===== config.mk =====
export PLATFORM = sky130hd
export DESIGN_NAME = artc_ctrl
export DESIGN_NICKNAME = d
export VERILOG_FILES = /design/src/logic/artc_ctrl.v /design/src/logic/artc_trig_sel.v
export VERILOG_INCLUDE_DIRS = /design/src /design/src/logic
export SDC_FILE = /design/constraint.sdc
export NUM_CORES = 1
export LEC_CHECK = 0
export BUFFER_PORTS_ARGS = -buffer_cell sky130_fd_sc_hd__buf_2
export CORE_MARGIN = 2
export CORE_UTILIZATION = 50
export DETAILED_ROUTE_END_ITERATION = 6
export PLACE_DENSITY_LB_ADDON = 0.08
export SYNTH_ARGS = -nofsm -noshare
export SYNTH_HDL_FRONTEND = slang
export SYNTH_SLANG_ARGS = --single-unit

===== constraint.sdc =====
create_clock -name clk_i -period 2.16 [get_ports clk_i]
set_input_delay 0.324 -clock clk_i [delete_from_list [all_inputs] [get_ports clk_i]]
set_output_delay 0.324 -clock clk_i [all_outputs]
set_load 0.1 [all_outputs]

===== src/logic/artc_defines.vh =====
// Overview of operation
// (RULE_01) Reading the low byte freezes both result bytes until the high byte is read.
// (RULE_02) Right-adjusted: low byte holds bits 7..0, high byte bits 1..0 hold 9..8.
// (RULE_03) Left-adjusted: high byte holds bits 9..2, low byte bits 7..6 hold 1..0.
// (RULE_04) Software reads low byte first; high byte alone suffices for 8-bit left-adjusted.
// (RULE_05) Trigger source codes 0..7 select free run, comparator, int0, timers.
// (RULE_06) With auto-trigger off the source field starts nothing.
// (RULE_07) With auto-trigger on, each rising edge of the selected flag starts a conversion; the code ignores an edge that comes while busy.
// (RULE_08) Switching from a clear source to a set source counts as a rising edge.
// (RULE_09) Switching the selection to free running never makes a trigger event.
// (RULE_10) Software writes zero to trigger control bits 7 and 5..3; they read zero.
// (RULE_11) Each of six disable bits turns off the input buffer of pin 0..5.
// (RULE_12) A disabled pin reads zero in the port pin-read value.
// (RULE_13) Software writes zero to input-disable bits 7..6; they read zero.
// (RULE_14) Analog pins 6 and 7 get no input-disable bits.
// (RULE_15) Result bytes load on conversion completion, are read-only and reset to zero.
// (RULE_16) Software should disable input buffers of pins carrying analog signals.
// (RULE_17) Setting auto-trigger enable allows hardware starts on the selected edge.
// (RULE_18) Done flag sets when the result updates; writing one clears it.
// (RULE_19) Changing left-adjust re-maps the presented bytes at once.
// (RULE_20) A result completing while frozen is discarded, not written.
`ifndef ARTC_DEFINES_VH
`define ARTC_DEFINES_VH

// Register indices; byte address is four times the index.
`define ARTC_IDX_RESULT_LOW 8'h78
`define ARTC_IDX_RESULT_HIGH 8'h79
`define ARTC_IDX_CONVERT_CTRL 8'h7a
`define ARTC_IDX_TRIGGER_SEL 8'h7b
`define ARTC_IDX_CHANNEL_CFG 8'h7c
`define ARTC_IDX_PIN_DISABLE 8'h7e

// Convert control fields.
`define ARTC_CC_ENABLE_BIT 7
`define ARTC_CC_START_BIT 6
`define ARTC_CC_AUTO_BIT 5
`define ARTC_CC_DONE_BIT 4

// Trigger select control fields.
`define ARTC_TS_CMP_MUX_BIT 6
`define ARTC_TS_SRC_HI 2
`define ARTC_TS_SRC_LO 0

// Channel configuration fields.
`define ARTC_CH_LEFT_BIT 5
`define ARTC_CH_SEL_HI 3
`define ARTC_CH_SEL_LO 0

// Pin input disable field width.
`define ARTC_PIN_COUNT 6

// Trigger source codes.
`define ARTC_SRC_FREE_RUN 3'h0
`define ARTC_SRC_COMPARATOR 3'h1
`define ARTC_SRC_EXT_INT0 3'h2
`define ARTC_SRC_T0_CMP_A 3'h3
`define ARTC_SRC_T0_OVF 3'h4
`define ARTC_SRC_T1_CMP_B 3'h5
`define ARTC_SRC_T1_OVF 3'h6
`define ARTC_SRC_T1_CAPTURE 3'h7

// Reset values.
`define ARTC_RST_RESULT 10'h000
`define ARTC_RST_BYTE 8'h00
`define ARTC_RST_SRC 3'h0
`define ARTC_RST_PINS 6'h00
`define ARTC_RST_CHAN 4'h0

`endif


===== src/logic/artc_ctrl.v =====
// Decided for this implementation: the Wishbone register port.
`timescale 1ns/100ps
`include "artc_defines.vh"

module artc_ctrl (
  input wire clk_i,
  input wire rst_i,
  input wire wb_cyc_i,
  input wire wb_stb_i,
  input wire wb_we_i,
  input wire [9:0] wb_adr_i,
  input wire [3:0] wb_sel_i,
  input wire [31:0] wb_dat_i,
  output wire [31:0] wb_dat_o,
  output wire wb_ack_o,
  output wire conv_enable_o,
  output wire conv_start_o,
  output wire [3:0] conv_channel_o,
  output wire conv_busy_o,
  input wire conv_done_i,
  input wire [9:0] conv_result_i,
  input wire [6:0] trig_flags_i,
  output wire comparator_mux_enable_o,
  output wire done_flag_o,
  output wire [5:0] buffer_off_o,
  input wire [5:0] port_pin_i,
  output wire [5:0] port_pin_o
);

  // Bus interface state.
  reg ack_reg;
  reg [31:0] rdata_reg;
  reg [31:0] rdata_next;
  wire req;
  wire [7:0] index;
  wire wr_lane0;

  // Register contents.
  reg [9:0] result_reg;
  reg [9:0] result_next;
  reg lock_reg;
  reg lock_next;
  reg enable_reg;
  reg enable_next;
  reg auto_reg;
  reg auto_next;
  reg done_reg;
  reg done_next;
  reg busy_reg;
  reg busy_next;
  reg cmp_mux_reg;
  reg cmp_mux_next;
  reg [2:0] src_reg;
  reg [2:0] src_next;
  reg left_reg;
  reg left_next;
  reg [3:0] chan_reg;
  reg [3:0] chan_next;
  reg [5:0] pin_off_reg;
  reg [5:0] pin_off_next;
  reg [5:0] pin_rd_reg;
  reg start_reg;

  // Presented result bytes.
  reg [7:0] low_byte;
  reg [7:0] high_byte;

  // Decoded accesses.
  wire rd_low;
  wire rd_high;
  wire wr_ctrl;
  wire wr_trig;
  wire wr_chan;
  wire wr_pins;

  // Conversion sequencing.
  wire accept_done;
  wire load_result;
  wire sw_start;
  wire trig_edge;
  wire start_req;
  wire [7:0] trig_levels;

  assign req = wb_cyc_i & wb_stb_i & ~ack_reg;
  assign index = wb_adr_i[9:2];
  assign wr_lane0 = req & wb_we_i & wb_sel_i[0];

  assign rd_low = req & ~wb_we_i & (index == `ARTC_IDX_RESULT_LOW);
  assign rd_high = req & ~wb_we_i & (index == `ARTC_IDX_RESULT_HIGH);
  assign wr_ctrl = wr_lane0 & (index == `ARTC_IDX_CONVERT_CTRL);
  assign wr_trig = wr_lane0 & (index == `ARTC_IDX_TRIGGER_SEL);
  assign wr_chan = wr_lane0 & (index == `ARTC_IDX_CHANNEL_CFG);
  assign wr_pins = wr_lane0 & (index == `ARTC_IDX_PIN_DISABLE);

  // Byte presentation follows the live left-adjust bit, so a change shows
  // up on the very next read even mid-conversion. [RULE_19]
  always @* begin
    if (left_reg) begin
      high_byte = result_reg[9:2]; // [RULE_03]
      low_byte = {result_reg[1:0], 6'h00}; // [RULE_03]
    end else begin
      high_byte = {6'h00, result_reg[9:8]}; // [RULE_02]
      low_byte = result_reg[7:0]; // [RULE_02]
    end
  end

  // Free running uses the done flag as its trigger level.
  assign trig_levels = {trig_flags_i, done_reg}; // [RULE_05]

  artc_trig_sel u_trig_sel (
    .clk_i(clk_i),
    .rst_i(rst_i),
    .sel_i(src_reg),
    .flags_i(trig_levels),
    .edge_o(trig_edge)
  );

  // A completion that arrives when nothing was started is ignored.
  assign accept_done = conv_done_i & busy_reg;

  // A low-byte read in the same cycle as a completion already froze the
  // bytes, so the new result is dropped then as well. [RULE_20]
  assign load_result = accept_done & ~lock_reg & ~rd_low; // [RULE_01]

  assign sw_start = wr_ctrl & wb_dat_i[`ARTC_CC_START_BIT] &
                    wb_dat_i[`ARTC_CC_ENABLE_BIT];

  // The selected edge matters only while auto-triggering is on. [RULE_06]
  assign start_req = enable_next & ~busy_reg &
                     (sw_start | (auto_reg & trig_edge)); // [RULE_17]

  always @* begin
    result_next = result_reg;
    if (load_result) begin
      result_next = conv_result_i; // [RULE_15]
    end
  end

  always @* begin
    lock_next = lock_reg;
    if (rd_low) begin
      lock_next = 1'b1; // [RULE_01]
    end else if (rd_high) begin
      lock_next = 1'b0; // [RULE_01]
    end
  end

  always @* begin
    enable_next = enable_reg;
    auto_next = auto_reg;
    if (wr_ctrl) begin
      enable_next = wb_dat_i[`ARTC_CC_ENABLE_BIT];
      auto_next = wb_dat_i[`ARTC_CC_AUTO_BIT]; // [RULE_17]
    end
  end

  // Writing one clears the flag, but a completion in the same cycle wins.
  always @* begin
    done_next = done_reg;
    if (wr_ctrl && wb_dat_i[`ARTC_CC_DONE_BIT]) begin
      done_next = 1'b0; // [RULE_18]
    end
    if (load_result) begin
      done_next = 1'b1; // [RULE_18]
    end
  end

  // Turning the converter off abandons a conversion in progress.
  always @* begin
    busy_next = busy_reg;
    if (!enable_next) begin
      busy_next = 1'b0;
    end else if (start_req) begin
      busy_next = 1'b1;
    end else if (accept_done) begin
      busy_next = 1'b0;
    end
  end

  // Reserved bits are never stored, so they read back as zero.
  always @* begin
    cmp_mux_next = cmp_mux_reg;
    src_next = src_reg;
    if (wr_trig) begin
      cmp_mux_next = wb_dat_i[`ARTC_TS_CMP_MUX_BIT];
      src_next = wb_dat_i[`ARTC_TS_SRC_HI:`ARTC_TS_SRC_LO]; // [RULE_05]
    end
  end

  always @* begin
    left_next = left_reg;
    chan_next = chan_reg;
    if (wr_chan) begin
      left_next = wb_dat_i[`ARTC_CH_LEFT_BIT]; // [RULE_19]
      chan_next = wb_dat_i[`ARTC_CH_SEL_HI:`ARTC_CH_SEL_LO];
    end
  end

  // Only pins 0 to 5 have buffers to switch off. [RULE_14]
  always @* begin
    pin_off_next = pin_off_reg;
    if (wr_pins) begin
      pin_off_next = wb_dat_i[`ARTC_PIN_COUNT-1:0]; // [RULE_11]
    end
  end

  // Read data mux; unmapped words answer with zero.
  always @* begin
    rdata_next = 32'h00000000;
    if (index == `ARTC_IDX_RESULT_LOW) begin
      rdata_next[7:0] = low_byte;
    end else if (index == `ARTC_IDX_RESULT_HIGH) begin
      rdata_next[7:0] = high_byte;
    end else if (index == `ARTC_IDX_CONVERT_CTRL) begin
      rdata_next[`ARTC_CC_ENABLE_BIT] = enable_reg;
      rdata_next[`ARTC_CC_START_BIT] = busy_reg;
      rdata_next[`ARTC_CC_AUTO_BIT] = auto_reg;
      rdata_next[`ARTC_CC_DONE_BIT] = done_reg;
    end else if (index == `ARTC_IDX_TRIGGER_SEL) begin
      rdata_next[`ARTC_TS_CMP_MUX_BIT] = cmp_mux_reg; // [RULE_10]
      rdata_next[`ARTC_TS_SRC_HI:`ARTC_TS_SRC_LO] = src_reg;
    end else if (index == `ARTC_IDX_CHANNEL_CFG) begin
      rdata_next[`ARTC_CH_LEFT_BIT] = left_reg;
      rdata_next[`ARTC_CH_SEL_HI:`ARTC_CH_SEL_LO] = chan_reg;
    end else if (index == `ARTC_IDX_PIN_DISABLE) begin
      rdata_next[`ARTC_PIN_COUNT-1:0] = pin_off_reg; // [RULE_13]
    end
  end

  always @(posedge clk_i) begin
    if (rst_i) begin
      ack_reg <= 1'b0;
      rdata_reg <= 32'h00000000;
    end else begin
      ack_reg <= req;
      if (req && !wb_we_i) begin
        rdata_reg <= rdata_next;
      end
    end
  end

  always @(posedge clk_i) begin
    if (rst_i) begin
      result_reg <= `ARTC_RST_RESULT; // [RULE_15]
      lock_reg <= 1'b0;
      enable_reg <= 1'b0;
      auto_reg <= 1'b0;
      done_reg <= 1'b0;
      busy_reg <= 1'b0;
      start_reg <= 1'b0;
    end else begin
      result_reg <= result_next;
      lock_reg <= lock_next;
      enable_reg <= enable_next;
      auto_reg <= auto_next;
      done_reg <= done_next;
      busy_reg <= busy_next;
      start_reg <= start_req;
    end
  end

  always @(posedge clk_i) begin
    if (rst_i) begin
      cmp_mux_reg <= 1'b0;
      src_reg <= `ARTC_RST_SRC;
      left_reg <= 1'b0;
      chan_reg <= `ARTC_RST_CHAN;
      pin_off_reg <= `ARTC_RST_PINS;
    end else begin
      cmp_mux_reg <= cmp_mux_next;
      src_reg <= src_next;
      left_reg <= left_next;
      chan_reg <= chan_next;
      pin_off_reg <= pin_off_next;
    end
  end

  // The pin value is registered, so it lags the pad by one cycle.
  always @(posedge clk_i) begin
    if (rst_i) begin
      pin_rd_reg <= `ARTC_RST_PINS;
    end else begin
      pin_rd_reg <= port_pin_i & ~pin_off_next; // [RULE_12]
    end
  end

  assign wb_ack_o = ack_reg;
  assign wb_dat_o = rdata_reg;
  assign conv_enable_o = enable_reg;
  assign conv_start_o = start_reg;
  assign conv_channel_o = chan_reg;
  assign conv_busy_o = busy_reg;
  assign comparator_mux_enable_o = cmp_mux_reg;
  assign done_flag_o = done_reg;
  assign buffer_off_o = pin_off_reg; // [RULE_11]
  assign port_pin_o = pin_rd_reg;

endmodule // artc_ctrl


===== src/logic/artc_trig_sel.v =====
`timescale 1ns/100ps
`include "artc_defines.vh"

module artc_trig_sel (
  input wire clk_i,
  input wire rst_i,
  input wire [2:0] sel_i,
  input wire [7:0] flags_i,
  output wire edge_o
);

  reg [2:0] sel_reg;
  reg level_reg;
  wire level_now;

  assign level_now = flags_i[sel_i];

  // The previous level is taken from whatever source was selected last,
  // so a switch onto a set flag reads as a rising edge. [RULE_08]
  // A switch onto free running is masked. [RULE_09]
  assign edge_o = level_now & ~level_reg &
                  ~((sel_i == `ARTC_SRC_FREE_RUN) &&
                    (sel_reg != `ARTC_SRC_FREE_RUN)); // [RULE_07]

  always @(posedge clk_i) begin
    if (rst_i) begin
      sel_reg <= `ARTC_RST_SRC;
      level_reg <= 1'b0;
    end else begin
      sel_reg <= sel_i;
      level_reg <= level_now;
    end
  end

endmodule // artc_trig_sel

==> qor.csv <==
metric,value,unit
share of cells above drive strength 1,0.265,
R2R setup slack,0.62,ns
crit path cell chain,"nand3b_4, nor4_4, mux2i_1, a211oi_2",
# diodes,0,
status,completed,
CTS tree,built,
CP Capture Type,flop,
"CTS clk-pin slew, worst paths",0.09,ns
Fill cells,477,
ys async rst share,0,
post-detail-place hpwl,5110,um
multiplexer area fraction after synthesis,0.0932,
area occupied by multi-input gates,1520,um2
distinct cell type count of the synthesized netlist,48,
Hold Path Sink,result_reg[6],
vias per cell,5.50,
Slew HR,0.598,
r2r worst-path depth,4,
Die Span Y,77.5,um
Hold Startpoint,conv_result_i[6],
Internal,1500,uW
Synth Area in Compound Gates,0.159,
drt pass-1 iters,4,
GRT overflow,0,
post-layout minimum cycle time,1.54,ns
Storage cell area,1000,um2
Final Core Density,0.617,
Yosys reg bits,50,
Routed WL per cell,15.2,um
pin slew with the least headroom to its limit,0.597,ns
MaxCap Viol Count,0,
power share of the sequential group,0.431,
initial antenna violation count,0,
Post-CTS Hold Buffers,0,
# DRC,0,
R2R Path Start,wb_ack_o,
clock tree buffer depth,2,
number of setup buffers added after CTS,0,
First DRT Iteration DRCs,117,
Post-synth EDFFs,0,
launch point of the critical path,wb_ack_o,
kind of critical path,reg2reg,
leak pwr,0.00133,uW
synthesized instance count,305,
pin count of the biggest net entering global routing,32,
most frequent cells in the layout,"buf_2 (75), dfxtp_1 (50), nand2b_1 (25)",
vias after detailed routing,2463,
row cnt,26,
Peak supply drop,391,uV
PwrDens,679,nW/um2
clk_skew,0.0117,ns
critical path's slowest cell,nor4_4,
largest family of logic cells by synthesized area,simple AND/OR/NAND/NOR gates,
CP max stage delay,0.40,ns
Routed Antenna Nets,0,
Final Max Slew Viols,0,
port bufs,75,
Crit path buffers/inverters,0,
drt total wl,6820,um
clk_lat worst skew,0.30,ns
YS warnings,0,
post-synthesis adder-cell area fraction,0,
CTS Buf Count,5,
XOR/XNOR Fraction of Synth Area,0,
H-tree depth,2,
gr usage total,0.232,
power share of the combinational group,0.198,
register area share after synthesis,0.371,
Achievable Freq,0.650,GHz
Post-Syn Area,2700,um2
Die ar.,6000,um2
CP top delay family,simple AND/OR/NAND/NOR gates,
Initial Util,0.522,
Hold Path Class,in2reg,
Layout area overhead,18.3,%
first-pass GRT wire length,11300,um
area share of and/or/nand/nor cells after synthesis,0.276,
count of final setup violators,0,
"Req. time, crit path",2.34,ns
setup_tns,0,ns
# resized after CTS,0,
"most common cell after layout, fill and taps aside",buf_2,
ys flop type,dfxtp_1,
Reg2Reg Capture Point,conv_busy_o,
syn_area_per_cell,8.85,um2
RSZ-0062 raised after global routing,false,
Tcrit/Tclk final,0.713,
Design Power,2170,uW
Core Box Area,5170,um2
DIE WIDTH,77.5,um
Clk pwr share,0.371,
crit path max fanout,7,
max reg flops,10,
switching power share of the total,0.307,
arrival time at the worst endpoint,1.72,ns
vias in the first global route,2295,
crit start category,flop,
Nets,452,
number of top-level pins,129,
clock tree root buffer cell,clkbuf_8,
clk sinks,50,
switching pwr,667,uW
Hold Fails Final Rpt,0,
hold slack,0.277,ns
Hold Path Stages,3,
Final Wtd Congestion,0.806,
[cell usage after synthesis, drive strengths merged, types with 4 or more instances]
cell type	number	area [um2]
dfxtp	50	1000
buf	32	223
nand2b	26	165
mux2i	24	240
a21oi	23	115
o21ai	21	105
nand3	15	75.1
nor2	14	55.1
a211oi	11	87.6
nor2b	10	62.6
clkbuf	9	35.0
and4b	8	80.1
nand2	8	30.0
nand3b	7	65.1
nand4	6	37.5
nor3	4	25.0
[layout make-up]
class | instances | area share
clock buffer | 6 | 0.0259
timing repair buffer | 83 | 0.136
sequential | 50 | 0.313
multi-input combinational | 234 | 0.475
clock inverter | 2 | 0.0188
inverter | 3 | 0.00353
tap | 70 | 0.0274
[tightest hold or removal path: stages]
cell and delay [ns]:
buf_2 0.10, nand2b_1 0.05, mux2i_1 0.06
[metrics by stage]
| stage | cells | cell area [um2] | worst slack (ns) |
|---|---|---|---|
| after CTS | 448 | 3190 | 0.602 |
| after global routing | 448 | 3190 | 0.474 |
| after global placement | 440 | 3050 | 0.397 |
| after floorplan | 328 | 2790 | 0.130 |
| final | 448 | 3190 | 0.621 |
| after detailed placement | 440 | 3050 | 0.332 |
[per-layer routing]
metal / share of wire / vias to the layer above / global-route usage
li1: - / 1207 / -
met1: 0.44 / 1159 / 0.319
met2: 0.49 / 93 / 0.383
met3: 0.070 / 4 / 0.0395
met4: 0.0062 / 0 / 0.0482
met5: 0 / - / 0
[logic make-up after synthesis]
family          after synthesis
simple gates                115
buf+inv                      44
compound gates               70
other cells                   1
mux                          25
flops                        50
[worst max path at each step]
stage / to / slack [ns] / cells past startpoint
after floorplan: result_reg[0] / 0.13 / 5
after global placement: conv_start_o / 0.40 / 5
after detailed placement: conv_busy_o / 0.33 / 5
after CTS: conv_busy_o / 0.60 / 4
after global routing: conv_busy_o / 0.47 / 4
final: conv_busy_o / 0.62 / 4
[power groups by stage]
stage | clock network (uW) | registers, uW | logic [uW]
after detailed placement | 0 | 957 | 426
after CTS | 816 | 935 | 427
after floorplan | 0 | 1030 | 300
after global placement | 0 | 957 | 425
final | 806 | 935 | 429
after global routing | 850 | 936 | 449
No activity file was read; power rests on OpenSTA's default activity.
